==> src/rtl/dfr_pkg.sv <==
// Shared constants of the drive fault relay and reference loss block.
// Assumes one 10 MHz system clock and an AXI4-Lite register master.
package dfr_pkg;
   // Clock and loss timer unit (0.1 s per wait-time step)
   localparam int unsigned CLK_HZ = 10_000_000;
   localparam int unsigned LOSS_UNIT_US = 100_000;
   localparam int unsigned TICK_CYCLES = (CLK_HZ / 1_000_000) * LOSS_UNIT_US;
   localparam int TICK_W = 24;

   // Register byte addresses
   localparam logic [3:0] ADDR_CTRL = 4'h0;
   localparam logic [3:0] ADDR_WAIT = 4'h4;
   localparam logic [3:0] ADDR_STATUS = 4'h8;

   // Control register field positions
   localparam int SEL_LSB = 0;
   localparam int REN_LSB = 8;
   localparam int ACT_LSB = 16;

   // Values after reset
   localparam logic [4:0] SEL_RESET = 5'h00;
   localparam logic [2:0] REN_RESET = 3'h0;
   localparam logic [1:0] ACT_RESET = 2'h0;
   localparam logic [7:0] WAIT_RESET = 8'h0a;

   // Status output condition codes
   localparam logic [4:0] SEL_STEADY = 5'h0e;
   localparam logic [4:0] SEL_SEARCH = 5'h11;
   localparam logic [4:0] SEL_READY = 5'h14;

   // Relay enable bits
   localparam int REN_UV = 0;
   localparam int REN_TRIP = 1;
   localparam int REN_RETRY = 2;

   // Loss action codes
   localparam logic [1:0] ACT_NONE = 2'h0;
   localparam logic [1:0] ACT_COAST = 2'h1;
   localparam logic [1:0] ACT_STOP = 2'h2;

   // Frequency sources that count as keypad references
   localparam logic [2:0] SRC_KEYPAD1 = 3'h0;
   localparam logic [2:0] SRC_KEYPAD2 = 3'h1;

   localparam logic [1:0] RESP_OKAY = 2'h0;
   localparam logic [1:0] RESP_SLVERR = 2'h2;
endpackage

==> src/rtl/dfr_loss_timer.sv <==
// Reference loss timer: counts whole wait-time steps while no valid
// reference is present. Inputs are synchronous to sys_clk.
`timescale 1ns/100ps
module dfr_loss_timer import dfr_pkg::*; #(
   parameter logic [TICK_W-1:0] TICK_LEN = TICK_W'(TICK_CYCLES)
) (
   // Clock and reset
   input wire logic sys_clk,
   input wire logic rst_n,
   // Reference state
   input wire logic ref_missing,
   input wire logic [7:0] wait_time,
   // Result
   output logic ref_loss,
   output logic [7:0] elapsed
);
   typedef struct packed {
      logic [TICK_W-1:0] div;
      logic [7:0] steps;
      logic loss;
   } dfr_lt_t;

   dfr_lt_t st_reg, st_next;

   // Divider restarts with the step count, so a loss never comes early
   always_comb begin
      st_next = st_reg;
      if (!ref_missing) begin
         st_next.div = '0;
         st_next.steps = 8'h00;
         st_next.loss = 1'b0;
      end else begin
         if (st_reg.steps < wait_time) begin
            if (st_reg.div == TICK_LEN - 1'b1) begin
               st_next.div = '0;
               st_next.steps = st_reg.steps + 8'h01;
            end else begin
               st_next.div = st_reg.div + 1'b1;
            end
         end
         st_next.loss = (st_next.steps >= wait_time);
      end
   end

   always_ff @(posedge sys_clk or negedge rst_n) begin
      if (!rst_n) begin
         st_reg <= '0;
      end else begin
         st_reg <= st_next;
      end
   end

   assign ref_loss = st_reg.loss;
   assign elapsed = st_reg.steps;
endmodule // dfr_loss_timer

==> src/rtl/dfr_top.sv <==
// Drive supervisory block: status output, fault relay, reference loss.
// Assumes fault and status flags synchronous to sys_clk and an
// AXI4-Lite master that keeps one read and one write in flight.
`timescale 1ns/100ps
// Contract
// - Selector 14 closes status output while drive holds steady speed.
// - Selector 17 closes status output throughout a speed search.
// - Selector 20 closes status output while drive is ready to run.
// - One relay: activation closes open contact, opens closed contact.
// - Enable bit 0 lets undervoltage trip activate the relay.
// - Enable bit 1 lets all faults except undervoltage, disable input act.
// - Enable bit 2 activates relay only when retry count reaches zero.
// - Simultaneous faults: undervoltage enable bit decides first.
// - Keypad sources: loss on communication failure for the wait time.
// - Other sources: loss judged by the analog loss criterion.
// - Loss only after full wait without reference; timer restarts.
// - Action 0 keeps running at the frequency held before loss.
// - Action 1 removes output at once so the motor coasts.
// - Action 2 ramps to stop with configured decel time and pattern.
// - Loss action resets to 0, no action.
// - Wait time resets to 10, one second.
// - Status output closed while its condition holds, else open.
// - Codes 14, 17, 20 used; 15, 16, 18, 19 reserved.
module dfr_top import dfr_pkg::*; #(
   parameter logic [TICK_W-1:0] TICK_LEN = TICK_W'(TICK_CYCLES)
) (
   // Clock and reset
   input wire logic sys_clk,
   input wire logic rst_n,
   // AXI4-Lite write
   input wire logic [3:0] s_axi_awaddr,
   input wire logic s_axi_awvalid,
   output logic s_axi_awready,
   input wire logic [31:0] s_axi_wdata,
   input wire logic [3:0] s_axi_wstrb,
   input wire logic s_axi_wvalid,
   output logic s_axi_wready,
   output logic [1:0] s_axi_bresp,
   output logic s_axi_bvalid,
   input wire logic s_axi_bready,
   // AXI4-Lite read
   input wire logic [3:0] s_axi_araddr,
   input wire logic s_axi_arvalid,
   output logic s_axi_arready,
   output logic [31:0] s_axi_rdata,
   output logic [1:0] s_axi_rresp,
   output logic s_axi_rvalid,
   input wire logic s_axi_rready,
   // Drive status
   input wire logic steady_speed,
   input wire logic speed_searching,
   input wire logic drive_ready,
   // Fault flags
   input wire logic undervoltage_trip,
   input wire logic inverter_disable_input,
   input wire logic other_fault,
   input wire logic [7:0] retry_count_setting,
   // Frequency reference
   input wire logic [2:0] frequency_source_select,
   input wire logic comm_error,
   input wire logic analog_loss,
   input wire logic [15:0] freq_ref_in,
   input wire logic [15:0] decel_time,
   input wire logic [1:0] decel_pattern,
   // Plant outputs
   output logic status_output,
   output logic relay_open_contact,
   output logic relay_closed_contact,
   output logic [15:0] freq_cmd,
   output logic coast_stop,
   output logic ramp_stop,
   output logic [15:0] stop_decel_time,
   output logic [1:0] stop_decel_pattern,
   output logic ref_loss
);
   typedef struct packed {
      logic aw_have;
      logic [3:0] aw_addr;
      logic w_have;
      logic [31:0] w_data;
      logic [3:0] w_strb;
      logic awready;
      logic wready;
      logic bvalid;
      logic [1:0] bresp;
      logic arready;
      logic rvalid;
      logic [31:0] rdata;
      logic [1:0] rresp;
      logic [4:0] sel;
      logic [2:0] ren;
      logic [1:0] act;
      logic [7:0] wait_t;
      logic status;
      logic relay;
      logic relay_n;
      logic [15:0] freq_hold;
      logic [15:0] freq;
      logic coast;
      logic ramp;
      logic [15:0] dtime;
      logic [1:0] dpat;
   } dfr_st_t;

   dfr_st_t st_reg, st_next;
   logic loss;
   logic [7:0] elapsed;
   logic missing;
   logic keypad_src;

   // Byte-lane merge used by both writable registers
   function automatic logic [31:0] merge(input logic [31:0] old,
                                         input logic [31:0] wd,
                                         input logic [3:0] be);
      logic [31:0] r;
      r = old;
      for (int i = 0; i < 4; i++) begin
         if (be[i]) begin
            r[8*i +: 8] = wd[8*i +: 8];
         end
      end
      return r;
   endfunction

   // Status output condition per selector code
   function automatic logic cond(input logic [4:0] sel,
                                 input logic stdy,
                                 input logic srch,
                                 input logic rdy);
      case (sel)
         SEL_STEADY: cond = stdy;
         SEL_SEARCH: cond = srch;
         SEL_READY: cond = rdy;
         default: cond = 1'b0;
      endcase
   endfunction

   assign keypad_src = (frequency_source_select == SRC_KEYPAD1) ||
                       (frequency_source_select == SRC_KEYPAD2);
   assign missing = keypad_src ? comm_error : analog_loss;

   dfr_loss_timer #(
      .TICK_LEN(TICK_LEN)
   ) u_timer (
      .sys_clk(sys_clk),
      .rst_n(rst_n),
      .ref_missing(missing),
      .wait_time(st_reg.wait_t),
      .ref_loss(loss),
      .elapsed(elapsed)
   );

   logic any_fault;
   logic relay_calc;
   logic [31:0] ctrl_word;
   logic [31:0] ctrl_new;
   logic [31:0] wait_new;
   logic [31:0] stat_word;

   assign any_fault = undervoltage_trip | inverter_disable_input |
                      other_fault;
   assign ctrl_word = {14'h0000, st_reg.act, 5'h00, st_reg.ren,
                       3'h0, st_reg.sel};
   assign ctrl_new = merge(ctrl_word, st_reg.w_data, st_reg.w_strb);
   assign wait_new = merge({24'h000000, st_reg.wait_t}, st_reg.w_data,
                           st_reg.w_strb);
   assign stat_word = {16'h0000, elapsed, 2'h0, st_reg.ramp,
                       st_reg.coast, loss, st_reg.relay, 1'b0,
                       st_reg.status};

   // Undervoltage present: its enable alone decides, whatever else trips
   always_comb begin
      if (undervoltage_trip) begin
         relay_calc = st_reg.ren[REN_UV];
      end else begin
         relay_calc = (st_reg.ren[REN_TRIP] & other_fault) |
                      (st_reg.ren[REN_RETRY] & any_fault &
                       (retry_count_setting == 8'h00));
      end
   end

   always_comb begin
      st_next = st_reg;
      // Write address and data in either order
      if (s_axi_awvalid && st_reg.awready) begin
         st_next.aw_have = 1'b1;
         st_next.aw_addr = s_axi_awaddr;
         st_next.awready = 1'b0;
      end
      if (s_axi_wvalid && st_reg.wready) begin
         st_next.w_have = 1'b1;
         st_next.w_data = s_axi_wdata;
         st_next.w_strb = s_axi_wstrb;
         st_next.wready = 1'b0;
      end
      if (st_reg.aw_have && st_reg.w_have && !st_reg.bvalid) begin
         st_next.bvalid = 1'b1;
         st_next.bresp = RESP_OKAY;
         case (st_reg.aw_addr)
            ADDR_CTRL: begin
               st_next.sel = ctrl_new[SEL_LSB +: 5];
               st_next.ren = ctrl_new[REN_LSB +: 3];
               st_next.act = ctrl_new[ACT_LSB +: 2];
            end
            ADDR_WAIT: begin
               st_next.wait_t = wait_new[7:0];
            end
            ADDR_STATUS: begin
               st_next.bresp = RESP_OKAY;
            end
            default: begin
               st_next.bresp = RESP_SLVERR;
            end
         endcase
      end
      if (st_reg.bvalid && s_axi_bready) begin
         st_next.bvalid = 1'b0;
         st_next.aw_have = 1'b0;
         st_next.w_have = 1'b0;
         st_next.awready = 1'b1;
         st_next.wready = 1'b1;
      end
      // Read: one cycle from address to data
      if (s_axi_arvalid && st_reg.arready) begin
         st_next.arready = 1'b0;
         st_next.rvalid = 1'b1;
         st_next.rresp = RESP_OKAY;
         case (s_axi_araddr)
            ADDR_CTRL: st_next.rdata = ctrl_word;
            ADDR_WAIT: st_next.rdata = {24'h000000, st_reg.wait_t};
            ADDR_STATUS: st_next.rdata = stat_word;
            default: begin
               st_next.rdata = 32'h00000000;
               st_next.rresp = RESP_SLVERR;
            end
         endcase
      end
      if (st_reg.rvalid && s_axi_rready) begin
         st_next.rvalid = 1'b0;
         st_next.arready = 1'b1;
      end
      // Plant side
      st_next.status = cond(st_reg.sel, steady_speed, speed_searching,
                            drive_ready);
      st_next.relay = relay_calc;
      st_next.relay_n = ~relay_calc;
      if (!loss) begin
         st_next.freq_hold = freq_ref_in;
      end
      st_next.coast = 1'b0;
      st_next.ramp = 1'b0;
      st_next.freq = freq_ref_in;
      st_next.dtime = decel_time;
      st_next.dpat = decel_pattern;
      if (loss) begin
         case (st_reg.act)
            ACT_COAST: st_next.coast = 1'b1;
            ACT_STOP: st_next.ramp = 1'b1;
            default: st_next.freq = st_reg.freq_hold;
         endcase
      end
   end

   always_ff @(posedge sys_clk or negedge rst_n) begin
      if (!rst_n) begin
         st_reg <= '0;
         st_reg.awready <= 1'b1;
         st_reg.wready <= 1'b1;
         st_reg.arready <= 1'b1;
         st_reg.relay_n <= 1'b1;
         st_reg.sel <= SEL_RESET;
         st_reg.ren <= REN_RESET;
         st_reg.act <= ACT_RESET;
         st_reg.wait_t <= WAIT_RESET;
      end else begin
         st_reg <= st_next;
      end
   end

   assign s_axi_awready = st_reg.awready;
   assign s_axi_wready = st_reg.wready;
   assign s_axi_bvalid = st_reg.bvalid;
   assign s_axi_bresp = st_reg.bresp;
   assign s_axi_arready = st_reg.arready;
   assign s_axi_rvalid = st_reg.rvalid;
   assign s_axi_rdata = st_reg.rdata;
   assign s_axi_rresp = st_reg.rresp;
   assign status_output = st_reg.status;
   // Two flops loaded from one decision, so the contacts never overlap
   assign relay_open_contact = st_reg.relay;
   assign relay_closed_contact = st_reg.relay_n;
   assign freq_cmd = st_reg.freq;
   assign coast_stop = st_reg.coast;
   assign ramp_stop = st_reg.ramp;
   assign stop_decel_time = st_reg.dtime;
   assign stop_decel_pattern = st_reg.dpat;
   assign ref_loss = loss;
endmodule // dfr_top

==> config.mk <==
export PLATFORM = sky130hd
export DESIGN_NAME = dfr_top
export DESIGN_NICKNAME = d
export VERILOG_FILES = /design/src/rtl/dfr_pkg.sv /design/src/rtl/dfr_loss_timer.sv /design/src/rtl/dfr_top.sv
export SDC_FILE = /design/constraint.sdc
export NUM_CORES = 1
export LEC_CHECK = 0
export BUFFER_PORTS_ARGS = -buffer_cell sky130_fd_sc_hd__buf_2
export CORE_MARGIN = 2
export CORE_UTILIZATION = 54
export DETAILED_ROUTE_END_ITERATION = 10
export PLACE_DENSITY = 0.83
export RECOVER_POWER = 100
export SLEW_MARGIN = 15
export SYNTH_ARGS = -nofsm -noshare
export SYNTH_HDL_FRONTEND = slang
export SYNTH_HIERARCHICAL = 1
export SYNTH_SLANG_ARGS = --single-unit
==> constraint.sdc <==
create_clock -name sys_clk -period 9.27 [get_ports sys_clk]
set_clock_uncertainty 0.15 [all_clocks]
set_input_delay 0.4635 -clock sys_clk [delete_from_list [all_inputs] [get_ports sys_clk]]
set_output_delay 0.4635 -clock sys_clk [all_outputs]
set_load 0.05 [all_outputs]
### Yosys cells after proc, flatten, opt, wreduce, memory -nomap -nowiden

Cells that the tools add are included.

| operators by class | value |
|---|---|
| add/subtract/negate cells | 2 |
| mux-type cells | 25 |
| equality and inequality tests | 12 |
| reduce and logical (&&, ||, !) cells | 24 |
| bitwise operators | 7 |
| $lt $le $gt $ge | 2 |

Operator list:

| kind | count |
|---|---|
| 32-bit two-way mux | 2 |
| 18-bit one-hot mux with 3 select lines | 1 |
| 37-bit two-way mux | 1 |
| 36-bit two-way mux | 1 |
| 33-bit two-way mux | 1 |
| 24-bit by 1-bit adder with 24-bit output, second input constant | 1 |
| 24-bit by 20-bit == test with 1-bit output, second input constant | 1 |
| 24-bit two-way mux | 1 |
| 18-bit two-way mux | 1 |
| 16-bit two-way mux | 1 |
| 3-bit AND reduction | 4 |
| 5-bit == test, second input constant | 2 |
| 8-bit by 1-bit adder with 8-bit output, second input constant | 1 |
| 4-bit by 3-bit == test with 1-bit output, second input constant | 2 |
| 4-bit == test, second input constant | 2 |
| 8-bit greater-or-equal comparator | 1 |
| 4-bit zero test | 2 |
| 8-bit zero test | 1 |
| 8-bit less-than comparator | 1 |
| 1-bit two-way mux | 8 |
| 8-bit two-way mux | 1 |
| 2-bit nonzero test | 4 |
| 1-bit logical AND | 7 |
| 2-bit two-way mux | 3 |
| other kinds (16) | 22 |

| storage, ports and cells | value |
|---|---|
| word-level logic and storage cells | 101 |
| bits of input ports | 104 |
| flip-flop bits (word level) | 189 |

### Longest topological paths before layout

Gate-level depths: netlist of run 1.

| depth | value |
|---|---|
| depth after elaboration | 7 |
| depth in mapped cells | 14 |

### Cells and area by module

The synthesis of run 1 kept the hierarchy.

By module, submodules not included:

| module | cells an instance | area an instance (um^2) | times used | seq. area each (um^2) |
|---|---|---|---|---|
| dfr_top | 383 | 5153.7 | 1 | 3010.4 |
| dfr_loss_timer | 280 | 2436.1 | 1 | 825.8 |

### Worst setup path before layout of run 1

No wires, ideal clock.

| timing | value |
|---|---|
| path type | flip-flop to flip-flop |
| from | reg st_reg[56] (netlist bit) |
| to | reg u_timer.st_reg (netlist bit u_timer/ref_loss) |
| period minus slack after synthesis | 3.350 ns |
| arrival | 3.080 ns |
| cell stages (with the launch flop) | 14 |
| path slack | 5.920 ns |
| path buffers | 1 |
| library setup time | 0.120 ns |
| data required time | 9.000 ns |
| cell sequence | dfstp_2 -> inv_1 -> ha_1 -> a2111o_1 -> a31o_1 -> buf_6 -> or3_1 -> and2_1 -> ha_1 -> nand2b_1 -> a21o_1 -> a211oi_1 -> o21ai_0 -> o211a_1 |

RTL lines:

| what | RTL line | source |
|---|---|---|
| from (decl) | dfr_top.sv:105 | `dfr_st_t st_reg, st_next;` |
| from (signal assigned) | dfr_top.sv:276 | `st_reg <= st_next;` |
| to (signal assigned) | dfr_loss_timer.sv:49 | `st_reg <= st_next;` |
| to (decl) | dfr_loss_timer.sv:23 | `dfr_lt_t st_reg, st_next;` |

==> results.py, run 1 <==
metrics = {
    "critical_path": {
        "max_stage_delay_ps": 2820,
        "worstSetupEndpoint": "u_timer/st_reg[32]",
        "path_cells": "dlygate4sd3_1 > clkbuf_1 > buf_4",
        "arrival_ps": 4930,
        "timing.reg2reg.setup_slack_ps": 4910,
        "crit_start": "rst_n",
        "rr_endpoint": "u_timer/ref_loss",
        "end_kind": "async pin",
        "cp_max_fo": 80,
        "crit_required_ps": 9540,
        "worst-r2r-cell-count": 12,
        "start_kind": "input port",
        "path_class": "input port to async pin",
        "cpMaxStageDelayCell": "clkbuf_1",
        "reg2reg_from": "st_reg[56]",
    },
    "timing": {
        "rsz0062_at_grt": "no",
        "slew_viol_final": 120,
        "timing.hold.ws_ps": 75.04,
        "fin_crit_ps": 4668,
        "fin_ws_ps": 4602,
        "finalHoldViolations": 0,
        "final.period_utilization_pct": 50.35,
        "slew-limit-headroom_pct": -170.9,
        "finalSetupViolCount": 0,
        "setup_tns_ps": 0,
        "worst_slew_pin_slew_ps": 4064,
        "max_freq_ghz": 0.2142,
    },
    "synth": {
        "yosys_warnings": 6,
        "synth_flop_cell": "dfrtp_1",
        "postSynthAreaPerCell_um2": 11.45,
        "synth_edf_count": 0,
        "synth.distinct_cells": 67,
        "syn_area_um2": 7590,
        "synth.most_common_cell": "dfrtp_1",
        "synthCells": 663,
        "ys_ff_latch": 153,
        "ys_top_cells_by_area": "dfrtp_1 (48%), mux2_2 (9.9%), buf_4 (7.7%), ha_1 (3.1%), nand2_1 (2.4%)",
        "synth_commonest_cells": "dfrtp_1 (147), buf_4 (78), mux2_2 (67)",
        "synth_area_leader_cell": "dfrtp_1",
        "synth_top_cell_area_share_pct": 48.47,
        "synth.yosys.seq_area_share_pct": 50.54,
        "ys_async_sr_fraction_pct": 100.0,
    },
    "clocking": {
        "path_clk_slew_ps": 60,
        "ctsHtreeMaxLevel": 4,
        "post_cts_buffers": 0,
        "cts_tree": "yes",
        "ctsHoldBuffers": 19,
        "root_buffer": "clkbuf_16",
        "cts_buffers": 17,
        "clkLatencyLatePin_ps": 410,
        "clockBufferDepth": 2,
        "ctsResizeCount": 0,
        "numClockSinks": 153,
    },
    "run": {
        "maxCapViolations": 2,
    },
    "floorplan": {
        "ios": 185,
        "fp.dieArea_um2": 15020,
        "die_y_um": 122.6,
        "coreArea_um2": 13830,
        "die_width_um": 122.6,
        "floorplan.initialDensity_pct": 54.89,
        "num_rows": 43,
    },
    "finish": {
        "largest_reg_flops": 46,
        "n_antenna_cell": 0,
        "final_nets": 884,
        "final_cell_area_um2": 8562,
        "drive_gt1_share_pct": 24.16,
        "fillers": 1105,
        "area_growth_pct": 12.81,
    },
    "route": {
        "routed_wl_mm": 15.25,
        "drc": 0,
        "first_pass_iters": 5,
        "ant_nets": 0,
        "routed_via_density": 5.587,
        "first_iter_violations": 463,
        "wl_per_cell_um": 15.99,
        "vias": 5330,
    },
    "power_and_ir_drop": {
        "vdd_ir_drop_max_v": 0.0002009,
        "powerDensity_nw_per_um2": 274.5,
        "p_leak_nw": 3.753,
    },
    "placed_design": {
        "gp_congestion": 0.9082,
        "hpwlAfterDp_mm": 10.16,
        "detailedPlace.worstSlack_ps": 5693,
        "io_buffer_count": 147,
        "postPlaceCellArea_um2": 7915,
    },
    "status": {
        "violations": "capacitance limit, slew limit",
        "status": "complete, but fails checks",
    },
    "grt": {
        "grt_max_degree": 81,
        "grt_pass1_wl_mm": 24.47,
        "grt_pass1_vias": 5080,
        "overflow": 0,
        "antenna_found_initial": 0,
        "gr-usage-all-layers_pct": 20.63,
    },
    "worst_hold_path": {
        "holdPathStages": 2,
        "hold_class": "input port to flip-flop",
    },
}
-- area by class of cell --
cell class,instances,area (um^2),area share (%)
sequential,153,3836,44.80
timing repair buffer,169,858.3,10.02
clock inverter,13,165.2,1.929
clock buffer,19,452.9,5.290
inverter,22,82.58,0.9645
multi-input combinational,398,2942,34.36
tap,180,225.2,2.630
-- critical path: cells and delay by family --
family | cells | cell delay (ps)
buffers and inverters | 3 | 4410
-- stage by stage --
step	std cells	total power (W)	utilization, %
after floorplan	678	0.001560	-
after global placement	903	0.001659	57.24
after detailed placement	903	0.001683	57.24
after CTS	954	0.002412	63.09
after global routing	954	0.002477	61.92
final	954	0.002351	61.92
-- where the power goes --
part,leakage (nW),switching (W),internal (W)
sequential,1.93,0.0000921,0.000822
clock,0.305,0.000273,0.000441
combinational,1.51,0.000500,0.000222
total,3.75,0.000866,0.00148
-- cell families (layout without fill, tap and decap cells) --
logic type,after synthesis,count (layout),synth area share [%]
AO/OA/AOI/OAI,118,118,11.09
XOR/XNOR,1,1,0.1154
adder cells (fa/ha/maj),19,19,3.132
buffers and inverters,127,223,10.58
flip-flops,153,153,50.54
multiplexers,79,79,12.07
other,1,16,0.04941
AND/OR/NAND/NOR,165,165,12.41
-- routing by layer --
metal	global-route usage, %	part of all wire, %	vias to the layer above	routed length (um)
met5	0	0	-	0
met4	6.897	1.4	0	208
li1	-	-	2522	-
met3	4.786	6.7	17	1025
met2	32.50	46	204	7077
met1	28.26	46	2587	6939
-- cell usage in the layout (no fill, tap or decap), drive strengths merged, types with 3 or more instances in the layout --
cell,synthesis,layout
or4,6,6
inv,22,26
nand2b,6,6
nor2,13,13
clkinv,0,5
mux2,76,76
dlygate4sd3,0,19
a22o,5,5
nand4,9,9
bufinv,0,3
a32o,6,6
nor4,10,10
o22ai,7,7
a211oi,3,3
dfrtp,147,147
a21oi,23,23
and3,3,3
o41ai,4,4
nand2,48,48
a221o,4,4
o31ai,7,7
a22oi,3,3
a221oi,4,4
a32oi,6,6
nor3,6,6
and4,5,5
dfstp,6,6
ha,19,19
conb,1,16
or3,13,13
o21ai,21,21
clkbuf,18,88
nand3,21,21
and2,7,7
buf,87,81
mux2i,3,3
nand3b,10,10
-- worst min-delay path by stage --
stage                    startpoint               to  slack [ps]
floorplan                     rst_n       coast_stop          20
global placement    s_axi_rdata[17]  s_axi_rdata[17]         310
detailed placement   s_axi_rdata[7]   s_axi_rdata[7]         320
CTS                    s_axi_wvalid     s_axi_wready          50
global route           s_axi_wvalid     s_axi_wready          70
finish                 s_axi_wvalid     s_axi_wready          80
Note: power is estimated with default switching activity, not from simulation.
==> run 2, diff against run 1 <==
Settings changed: ABC_AREA set to 1, CORE_UTILIZATION 54 to 50, PLACE_DENSITY 0.83 to 0.8.
Clock period 9.27 ns to 4.2 ns, I/O delays scaled along.
==> run 2 against run 1 <==
  * The run still ends with capacitance limit, slew limit left
  * Sequential power rose by 140%
  * Sequential share of layout area fell by 5.7 points
  * Non-clock buffer count grew 50
  * Register-to-register slack got worse by 4100 ps
  * Cell count grew 48%
  * First-iteration DRC count is 8.6% lower
  * Clock power increased by 120%
  * Design area increased by 15%
  * Sequential cell count stayed put
==> results.py, run 2 <==
metrics = {
    "floorplan": {
        "die_width_um": 132.2,
        "floorplan.initialDensity_pct": 51.38,
        "die_y_um": 132.2,
        "num_rows": 46,
        "fp.dieArea_um2": 17480,
        "coreArea_um2": 16000,
        "ios": 185,
    },
    "critical_path": {
        "cpMostUsedCell": "nand2_1",
        "path_class": "flip-flop to flip-flop",
        "max_stage_delay_ps": 550,
        "arrival_ps": 3590,
        "cp_max_fo": 16,
        "cpMaxStageDelayCell": "dfstp_1",
        "reg2reg_from": "st_reg[56]",
        "start_kind": "flip-flop",
        "worst-r2r-cell-count": 21,
        "path_cells": "inv_1 > ha_1 > nand2_1 > nand2_1 > nand2_1 > nand2_1 > nand2_1 > nand2_1 > inv_1 > nand2_1 > nand2_1 > inv_1 > ha_1 > inv_1 > nor2_1 > o21ai_0 > nand2_1 > nand2_1 > o2111ai_1 > nand2_1 > inv_1",
        "rr_endpoint": "u_timer/ref_loss",
        "timing.reg2reg.setup_slack_ps": 800,
        "crit_required_ps": 4390,
        "end_kind": "flip-flop",
    },
    "power_and_ir_drop": {
        "powerDensity_nw_per_um2": 613.3,
        "totalPowerFinal_w": 0.006021,
        "netSwitchingPower_w": 0.002720,
        "clockPowerShare_pct": 26.0,
        "vdd_ir_drop_max_v": 0.0004361,
        "p_seq_share_pct": 35.6,
        "intPower_w": 0.003301,
        "pwr-share-comb_pct": 38.4,
        "swShare_pct": 45.18,
        "p_leak_nw": 5.083,
    },
    "clocking": {
        "path_clk_slew_ps": 70,
        "ctsResizeCount": 0,
        "cts_tree": "yes",
        "numClockSinks": 153,
        "ctsHoldBuffers": 71,
        "clockBufferDepth": 2,
        "root_buffer": "clkbuf_16",
        "clkLatencyLatePin_ps": 440,
        "cts_buffers": 17,
        "post_cts_buffers": 0,
        "ctsHtreeMaxLevel": 4,
    },
    "timing": {
        "slew-limit-headroom_pct": -54.34,
        "setup_tns_ps": 0,
        "slew_viol_final": 94,
        "final.period_utilization_pct": 80.86,
        "fin_crit_ps": 3396,
        "max_freq_ghz": 0.2945,
        "rsz0062_at_grt": "no",
        "timing.hold.ws_ps": 37.02,
        "finalSetupViolCount": 0,
        "worst_slew_pin_slew_ps": 2315,
        "finalHoldViolations": 0,
    },
    "route": {
        "drc": 0,
        "ant_nets": 0,
        "wl_per_cell_um": 13.71,
        "wl_met1_mm": 8.096,
        "vias": 7001,
        "top_layer_used": "met4",
        "routed_via_density": 4.948,
        "routed_wl_mm": 19.40,
        "first_iter_violations": 423,
        "wl_met2_mm": 9.909,
        "first_pass_iters": 5,
        "wl_met3_mm": 1.037,
    },
    "finish": {
        "layout_commonest_cell": "nand2_1",
        "final_nets": 1309,
        "largest_reg_flops": 46,
        "final_cell_mix": "nand2_1 (336), dfrtp_1 (147), inv_1 (112), nand3_1 (80), buf_2 (79)",
        "fin_cells": 1415,
        "fillers": 1423,
        "multi_input_area_um2": 3251,
        "ff_latch_area_um2": 3836,
        "drive_gt1_share_pct": 13.93,
        "n_antenna_cell": 0,
        "area_growth_pct": 19.40,
    },
    "synth": {
        "synth_flop_cell": "dfrtp_1",
        "synth_mux_area_share_pct": 0.1370,
        "synth_top_cell_area_share_pct": 44.74,
        "syn_area_um2": 8222,
        "synth.most_common_cell": "nand2_1",
        "ys_top_cells_by_area": "dfrtp_1 (45%), nand2_1 (15%), buf_4 (7.4%), inv_1 (5.0%), nand3_1 (4.8%)",
        "ys_async_sr_fraction_pct": 100.0,
        "synth_compound_area_share_pct": 5.676,
        "synth.distinct_cells": 38,
        "ys_ff_latch": 153,
        "synth_edf_count": 0,
        "synth_xor_area_share_pct": 1.278,
        "synth_top_family_by_area": "simple AND/OR/NAND/NOR gates",
        "postSynthAreaPerCell_um2": 7.959,
        "synth_area_leader_cell": "dfrtp_1",
        "synth_commonest_cells": "nand2_1 (333), dfrtp_1 (147), inv_1 (109)",
        "synth-simple-area-share_pct": 29.22,
        "synthCells": 1033,
        "yosys_warnings": 6,
        "synth_adder_area_share_pct": 2.891,
        "synth.yosys.seq_area_share_pct": 46.66,
    },
    "worst_hold_path": {
        "holdPathStages": 4,
        "min_from": "s_axi_araddr[0]",
        "hold-path-endpoint": "s_axi_rdata[16]",
        "hold_class": "input port to flip-flop",
    },
    "status": {
        "status": "complete, but fails checks",
        "violations": "capacitance limit, slew limit",
    },
    "placed_design": {
        "hpwlAfterDp_mm": 12.75,
        "io_buffer_count": 147,
        "placedCellCount": 1312,
        "gp_congestion": 0.8799,
    },
    "grt": {
        "grt_pass1_wl_mm": 32.49,
        "overflow": 0,
        "grt_max_degree": 95,
        "gr-usage-all-layers_pct": 22.91,
        "grt_pass1_vias": 7017,
        "antenna_found_initial": 0,
    },
    "run": {
        "maxCapViolations": 1,
    },
}
[run 2: cell types whose count changed after synthesis, sizes merged, moves of 7 or more]
cell    change
or3        -13
nor2       +70
nand3      +66
inv        +96
nor4       -10
clkbuf      -7
o21ai      +53
a21oi      -16
o22ai       -7
xor2       +10
nand2     +306
nand3b     -10
mux2       -75
[run 2: through the flow]
stage               setup WS (ps)  util [%]  area [um^2]
floorplan                    1555         -         8278
global placement             1170     53.77         8603
CTS                          1114     62.12         9940
finish                      804.0     61.35         9817
detailed placement           1133     53.77         8603
global route                489.4     61.35         9817
[run 2: cell families after synthesis]
kind of cell	after synthesis
AO/OA/AOI/OAI	88
XOR/XNOR	12
adder cells (fa/ha/maj)	19
buffers and inverters	220
flip-flops	153
multiplexers	1
other	1
AND/OR/NAND/NOR	539
[run 2: power by group through the flow]
stage | sequential [W] | clock, W | combinational (W)
after floorplan | 0.00218 | 0 | 0.00192
after global placement | 0.00215 | 0 | 0.00223
after detailed placement | 0.00216 | 0 | 0.00229
after CTS | 0.00214 | 0.00160 | 0.00237
after global routing | 0.00218 | 0.00166 | 0.00261
final | 0.00215 | 0.00157 | 0.00231
[run 2: routing by layer]
layer | GRT usage (%) | up-vias
li1 | - | 3447
met1 | 27.51 | 3309
met4 | 8.303 | 0
met3 | 4.921 | 35
met2 | 40.57 | 210
met5 | 0 | -
[run 2: worst max-delay path by stage]
stage | startpoint | end | slack (ps) | depth (start not counted)
floorplan | st_reg[58] | u_timer/ref_loss | 1550 | 20
global placement | st_reg[62] | u_timer/ref_loss | 1170 | 18
detailed placement | st_reg[62] | u_timer/ref_loss | 1130 | 18
CTS | st_reg[62] | u_timer/ref_loss | 1110 | 18
global route | st_reg[56] | u_timer/ref_loss | 490 | 21
finish | st_reg[56] | u_timer/ref_loss | 800 | 21
[run 2: critical path, delay by kind of cell, from the launching register on]
family	cells	cell delay (ps)
AO/OA/AOI/OAI	2	230
adder cells (fa/ha/maj)	2	580
buffers and inverters	5	730
flip-flops	1	550
AND/OR/NAND/NOR	12	1060
[run 2: final cells by class]
cell class	count	share of cell area, %
clock buffers	17	4.333
clock inverters	15	2.039
inverters	120	4.601
multi-input cells	675	33.11
flip-flops and latches	153	39.08
well taps	216	2.753
repair buffers	219	14.08
